<file path="src/core/rivm_pkg.sv">
package rivm_pkg;
    localparam int ADDR_W     = 14;
    localparam int NUM_IRQ    = 22;
    localparam int IDX_W      = 5;

    // Reset and table placement
    localparam logic [13:0] RESET_ADDR_APP = 14'h0000;
    localparam logic [13:0] TABLE_BASE_APP = 14'h0002;
    localparam logic [13:0] TABLE_OFS_BOOT = 14'h0002;
    localparam logic [13:0] VEC_STRIDE     = 14'h0002;

    // Fuse encoding
    localparam logic FUSE_UNPROGRAMMED = 1'b1;
    localparam logic FUSE_PROGRAMMED   = 1'b0;

    // Request line positions (line n vectors to table base + 2*n)
    localparam int IRQ_EXT0    = 0;
    localparam int IRQ_PCA     = 1;
    localparam int IRQ_PCB     = 2;
    localparam int IRQ_T2_CMP  = 3;
    localparam int IRQ_T2_OVF  = 4;
    localparam int IRQ_T1_CAP  = 5;
    localparam int IRQ_T1_CMPA = 6;
    localparam int IRQ_T1_CMPB = 7;
    localparam int IRQ_T1_OVF  = 8;
    localparam int IRQ_T0_CMP  = 9;
    localparam int IRQ_T0_OVF  = 10;
    localparam int IRQ_SSP_TC  = 11;
    localparam int IRQ_ASP_RX  = 12;
    localparam int IRQ_ASP_DRE = 13;
    localparam int IRQ_ASP_TX  = 14;
    localparam int IRQ_USU_ST  = 15;
    localparam int IRQ_USU_OVF = 16;
    localparam int IRQ_ACMP    = 17;
    localparam int IRQ_CONV    = 18;
    localparam int IRQ_NVM_RDY = 19;
    localparam int IRQ_SPS_RDY = 20;
    localparam int IRQ_DISP_SF = 21;

    // Vector numbers: reset is 1, first request is 2, last is 23
    localparam logic [4:0] VEC_NUM_RESET = 5'h01;
    localparam logic [4:0] VEC_NUM_FIRST = 5'h02;

    // Guarded change window in cycles
    localparam int          CHG_WINDOW     = 4;
    localparam logic [2:0]  CHG_WINDOW_CNT = 3'h4;
endpackage

</file>
<file path="src/core/rivm_core.sv">
`timescale 1ns/100ps
// How it works
// - Any reset with fuse unprogrammed starts execution at word 0x0000.
// - External request zero vectors to table base, address 0x0002.
// - Pin change groups A and B vector to 0x0004 and 0x0006.
// - Timer 2, timer 1, timer 0 vectors from 0x0008, 0x000C, 0x0014.
// - Synchronous serial transfer complete vectors to 0x0018.
// - Async serial receive, empty, transmit vector to 0x001A-0x001E.
// - Universal serial start and overflow vector to 0x0020, 0x0022.
// - Comparator, converter, data memory ready at 0x0024-0x0028.
// - Store ready at 0x002A, display frame start last at 0x002C.
// - Programmed fuse starts any reset at the boot loader address.
// - Select bit set adds boot section start to each interrupt vector.
// - Table base is 0x0002, or boot address plus 0x0002.
// - Fuse value 1 is unprogrammed, 0 is programmed.
// - Select changes need enable then write within four cycles.
module rivm_core #(
    parameter int                       AW        = rivm_pkg::ADDR_W,
    parameter int                       NIRQ      = rivm_pkg::NUM_IRQ,
    parameter logic [rivm_pkg::ADDR_W-1:0] BOOT_ADDR = 14'h1C00
) (
    input  wire logic              clk_sys,        // System clock
    input  wire logic              nrst,           // Async reset, low
    input  wire logic              boot_reset_fuse, // Fuse, 1 = unprog.
    input  wire logic [NIRQ-1:0]   irq_req,        // Request lines
    input  wire logic              gie,            // Core global enable
    input  wire logic              vsel_wr,        // Control write strobe
    input  wire logic              vsel_wr_ce,     // Written change enable
    input  wire logic              vsel_wr_sel,    // Written select value
    input  wire logic              instr_done,     // Instruction retired
    output logic [AW-1:0]          reset_addr,     // Reset entry address
    output logic [AW-1:0]          table_base,     // Table start address
    output logic                   irq_valid,      // Request to take
    output logic [AW-1:0]          irq_addr,       // Vector address
    output logic [4:0]             irq_vec_num,    // Vector number
    output logic                   vec_sel,        // Select bit state
    output logic                   vec_chg_en,     // Change enable state
    output logic                   irq_holdoff     // Interrupts held off
);
    initial begin
        if (AW != rivm_pkg::ADDR_W || NIRQ != rivm_pkg::NUM_IRQ) begin
            $error("rivm_core: width or request count unsupported");
        end
    end

    logic [2:0]                   chg_cnt;
    logic                         post_wr;
    logic                         any_req;
    logic [rivm_pkg::IDX_W-1:0]   win_idx;
    logic [AW-1:0]                next_base;
    logic [AW-1:0]                next_vaddr;
    logic                         hold_now;

    // Fuse is a static level, so the reset entry follows it directly
    always_comb begin
        if (boot_reset_fuse == rivm_pkg::FUSE_PROGRAMMED) begin
            reset_addr = BOOT_ADDR;
        end else begin
            reset_addr = rivm_pkg::RESET_ADDR_APP;
        end
    end

    // Change-enable window and select bit
    always_ff @(posedge clk_sys or negedge nrst) begin
        if (!nrst) begin
            chg_cnt <= 3'h0;
        end else if (vsel_wr && vsel_wr_ce) begin
            chg_cnt <= rivm_pkg::CHG_WINDOW_CNT;
        end else if (vsel_wr) begin
            chg_cnt <= 3'h0;
        end else if (chg_cnt != 3'h0) begin
            chg_cnt <= chg_cnt - 3'h1;
        end
    end

    always_ff @(posedge clk_sys or negedge nrst) begin
        if (!nrst) begin
            vec_sel <= 1'b0;
        end else if (vsel_wr && !vsel_wr_ce && chg_cnt != 3'h0) begin
            vec_sel <= vsel_wr_sel;
        end
    end

    // Hold off through the instruction after the select write
    always_ff @(posedge clk_sys or negedge nrst) begin
        if (!nrst) begin
            post_wr <= 1'b0;
        end else if (vsel_wr && !vsel_wr_ce && chg_cnt != 3'h0) begin
            post_wr <= 1'b1;
        end else if (instr_done) begin
            post_wr <= 1'b0;
        end
    end

    assign vec_chg_en  = (chg_cnt != 3'h0);
    assign hold_now    = vec_chg_en || post_wr;
    assign irq_holdoff = hold_now;

    always_comb begin
        if (vec_sel) begin
            next_base = BOOT_ADDR + rivm_pkg::TABLE_OFS_BOOT;
        end else begin
            next_base = rivm_pkg::TABLE_BASE_APP;
        end
    end

    rivm_prio #(
        .N  (NIRQ),
        .IW (rivm_pkg::IDX_W)
    ) u_prio (
        .req (irq_req),
        .any (any_req),
        .idx (win_idx)
    );

    assign next_vaddr = next_base
                      + AW'({win_idx, 1'b0});

    always_ff @(posedge clk_sys or negedge nrst) begin
        if (!nrst) begin
            table_base  <= rivm_pkg::TABLE_BASE_APP;
            irq_addr    <= rivm_pkg::TABLE_BASE_APP;
            irq_vec_num <= rivm_pkg::VEC_NUM_RESET;
            irq_valid   <= 1'b0;
        end else begin
            table_base  <= next_base;
            irq_addr    <= next_vaddr;
            irq_vec_num <= rivm_pkg::VEC_NUM_FIRST + win_idx;
            irq_valid   <= any_req && gie && !hold_now;
        end
    end
endmodule

</file>
<file path="src/core/rivm_prio.sv">
`timescale 1ns/100ps
module rivm_prio #(
    parameter int N   = 22,
    parameter int IW  = 5
) (
    input  wire logic [N-1:0]  req,    // Pending request lines
    output logic               any,    // Some request pending
    output logic [IW-1:0]      idx     // Lowest pending index
);
    initial begin
        if (N < 1 || (1 << IW) < N) begin
            $error("rivm_prio: index width too small");
        end
    end

    always_comb begin
        any = 1'b0;
        idx = '0;
        for (int i = N - 1; i >= 0; i--) begin
            if (req[i]) begin
                any = 1'b1;
                idx = IW'(i);
            end
        end
    end
endmodule

</file>
<file path="config.mk">
export PLATFORM = sky130hd
export DESIGN_NAME = rivm_core
export DESIGN_NICKNAME = d
export VERILOG_FILES = /design/src/core/rivm_pkg.sv /design/src/core/rivm_core.sv /design/src/core/rivm_prio.sv
export SDC_FILE = /design/constraint.sdc
export NUM_CORES = 1
export LEC_CHECK = 0
export BUFFER_PORTS_ARGS = -buffer_cell sky130_fd_sc_hd__buf_2
export CAP_MARGIN = 20
export CORE_MARGIN = 2
export CORE_UTILIZATION = 45
export DETAILED_ROUTE_END_ITERATION = 10
export PLACE_DENSITY = 0.92
export SLEW_MARGIN = 0
export SYNTH_ARGS = -nofsm -noshare
export SYNTH_HDL_FRONTEND = slang
export SYNTH_SLANG_ARGS = --single-unit
</file>
<file path="constraint.sdc">
create_clock -name clk_sys -period 2 [get_ports clk_sys]
set_input_delay 0.3 -clock clk_sys [delete_from_list [all_inputs] [get_ports clk_sys]]
set_output_delay 0.3 -clock clk_sys [all_outputs]
set_load 0.1 [all_outputs]
</file>
==> key figures <==
Floorplanning
  • Chip height: around 57 um
  • Rows: 19
  • Initial Util: 46.3%
  • CORE AREA: 2690 um^2
  • Die Wd: 56.5 um
  • Die ar.: approximately 3200 um^2
  • Ports: 81

Place
  • Placer Congestion: 0.784
  • I/O Buffers: between 50 and 60
  • Detailed placer's ending HPWL: 2050 um
  • Pre-CTS WS: approximately 0.071 ns

STA
  • Total Neg Setup Slack: 0 ns
  • Final period util: about 93%
  • Setup slack after layout: roughly 0.13 ns
  • Clock skew: 0.00533 ns
  • RSZ-0062 raised after global routing: false
  • FMAX: around 540 MHz
  • Final min period: 1.87 ns
  • Min Hold Slack: between 0.15 and 0.2 ns
  • Final setup viols: 0
  • Slew Viols, Final: 0
  • Final Hold Vio Count: 0

Synth
  • Mapped Area: ~1200 um^2
  • Most used DFF post-synth: dfrtp_1
  • Mean post-synth cell area: slightly below 9 um^2
  • Synth top area share: between 30% and 40%
  • Synth async-reset ratio: 100%
  • Yosys top cell by area: dfrtp_1
  • Post-synthesis sequential area ratio: a little over a third
  • Post-synth top cells: buf_4, dfrtp_1, nor2_1
  • Top area cells in the synthesized netlist: dfrtp_1, buf_4, nor2_1, dfstp_2, inv_1
  • Number of distinct library cells after synthesis: 35
  • Synth warn: 0
  • Mapped Cells: 142
  • FF+latch count, synth: 18
  • Post-synth EDFFs: 0
  • Count leader, synth: buf_4

GRT
  • Global-route met3 utilization: between 2 and 3%
  • GRT Total Usage: 15.2%
  • First-pass GRT wire length: 3870 um
  • Congestion Overflow GR: 0
  • Number of global-route vias before repair: about 950
  • Largest net degree at the start of global routing: 19
  • Met1 Usage GRT: ~18%
  • Initial antenna violation count: 0
  • M2 GR Usage: between 20% and 30%
  • Layer with the highest usage: met2

Critical path
  • R2R depth: 5
  • WS Path Type: flip-flop to output port
  • CP Max Fanout: 6
  • Critical path arrival: between 1.5 and 2 ns
  • R2r setup slk: roughly 0.64 ns
  • Critical Path Sink Type: output port
  • WP data required: 1.70 ns
  • Startpoint Class: flip-flop
  • FF-to-FF End: vec_sel$_DFFE_PN0P_
  • R2r startpoint: chg_cnt[0]$_DFFE_PN0P_

Flow run
  • # Max-Cap Violations: 0

Clock tree
  • Clock Latency Late Sink: 0.28 ns
  • TritonCTS clock tree: yes
  • H-tree levels: 1
  • Root Driver: clkbuf_4
  • Cts bufs inserted: 3
  • Clock Pin Slew Worst Setup and Hold Paths: 0.09 ns
  • CTS max path bufs: 2
  • Clk sinks: 18

Min path
  • Worst hold path endpoint: post_wr$_DFFE_PN0P_
  • Origin of the worst min-delay path: instr_done
  • Hold WC Path Type: input port to flip-flop
  • Hold depth: 2

Drt
  • Via density per instance: about 4.7
  • Iter 0 DRT Violations: 28
  • Routed Antenna Nets: 0
  • Per-cell routed wire length: between 10 and 15 um
  • Vias post-DR: roughly 1100
  • Drt drc: 0
  • First-pass DRT Iterations: 4
  • WL final: 2370 um

Power
  • VDD IR max: between 1 and 1.5 mV
  • Leakage Power: 0.799 nW
  • Pwr Density: 1390 nW/um^2
  • Design Power: 0.00204 W

Run status
  • Status: completed

Layout
  • Multi-input gate area: 579 um^2
  • Sequential cell area: 453 um^2
  • Ant. Diodes: 0
  • Share of cells above drive strength 1: a little over a third
  • Final nets: between 200 and 250
  • Area grow syn2layout: 18.0%
  • # fillers: between 200 and 300
  • Finished Core Util: between 50% and 60%
## state kept, by name, indices dropped and copies added, names as in the netlist
| register | cells |
|---|---|
| table_base | 1 |
| vec_sel | 1 |
| post_wr | 1 |
| irq_vec_num | 5 |
| chg_cnt | 3 |
| irq_valid | 1 |
| irq_addr | 6 |
## critical path: stages, from the launching register on
cell and delay [ns]:
dfrtp_1 0.36, inv_1 0.06, ha_1 0.20, nand2b_1 0.20, nand2b_4 0.18, buf_4 0.28
## worst max-delay path by stage
stage          slack (ns)                    end              startpoint
2_1_floorplan        0.12            irq_holdoff  chg_cnt[0]$_DFFE_PN0P_
3_3_place_gp         0.13  irq_addr[4]$_DFF_PN0_             irq_req[16]
3_5_place_dp         0.07  irq_addr[4]$_DFF_PN0_             irq_req[16]
4_1_cts              0.10             vec_chg_en  chg_cnt[0]$_DFFE_PN0P_
5_1_grt             0.004            irq_holdoff  chg_cnt[0]$_DFFE_PN0P_
6_report             0.13            irq_holdoff  chg_cnt[0]$_DFFE_PN0P_
## metal layers
metal  share of wire [%]  up-vias
met5                   0        -
met4                0.51        0
met3                  10        2
met2                  49       67
met1                  40      471
li1                    -      511
## area by class of cell
type	count	area share, %
Multi-Input combinational cell	100	39.5
Sequential cell	18	30.9
Timing Repair Buffer	57	20.6
Inverter	15	3.84
Tap cell	31	2.65
Clock buffer	4	2.47
## where the power goes
part,total (W),internal [W],leakage (nW),switching (W)
Sequential,0.000467,0.000431,0.223,0.0000366
Combinational,0.00136,0.000198,0.555,0.00117
Clock,0.000208,0.000111,0.0210,0.0000971
Total,0.00204,0.000739,0.799,0.00130
## metrics by stage
step,instance area (um^2),std cells
global placement,1420,220
floorplan,1350,168
finish,1470,225
detailed placement,1420,220
CTS,1460,225
global route,1470,225
## logic make-up (layout without fill, tap and decap cells)
group           after synthesis  count (layout)  synth area share [%]
mux                           1               1                 0.906
compound gates               22              22                  12.2
flops                        18              18                  36.5
xor+xnor                      3               3                  2.12
fa+ha+maj                     4               4                  4.03
simple gates                 42              42                  18.3
other cells                   2              28                 0.604
buf+inv                      50              76                  25.4
## timing repair
action | in CTS | in global routing
endpoints found under the setup margin | 1 | 1
gates resized for setup | 1 | 1
buffers inserted | 0 | 0
hold buffers | 1 | 0
endpoints found under the hold margin | 16 | 0
## placed cells by master (no fill, tap or decap), types with 2 or more instances in the layout
master and instances:
a211oi_1 2, a21oi_1 8, buf_2 51, buf_4 4, clkbuf_4 4, conb_1 28
dfrtp_1 16, dfstp_2 2, ha_1 4, inv_1 14, nand2_1 6, nand2b_1 2
nand3_1 2, nor2_1 16, nor2b_1 2, nor3_1 3, nor4_1 2, nor4_2 2
o21ai_0 4, or3_1 2, xor2_1 2
No activity file was read; power rests on OpenSTA's default activity.
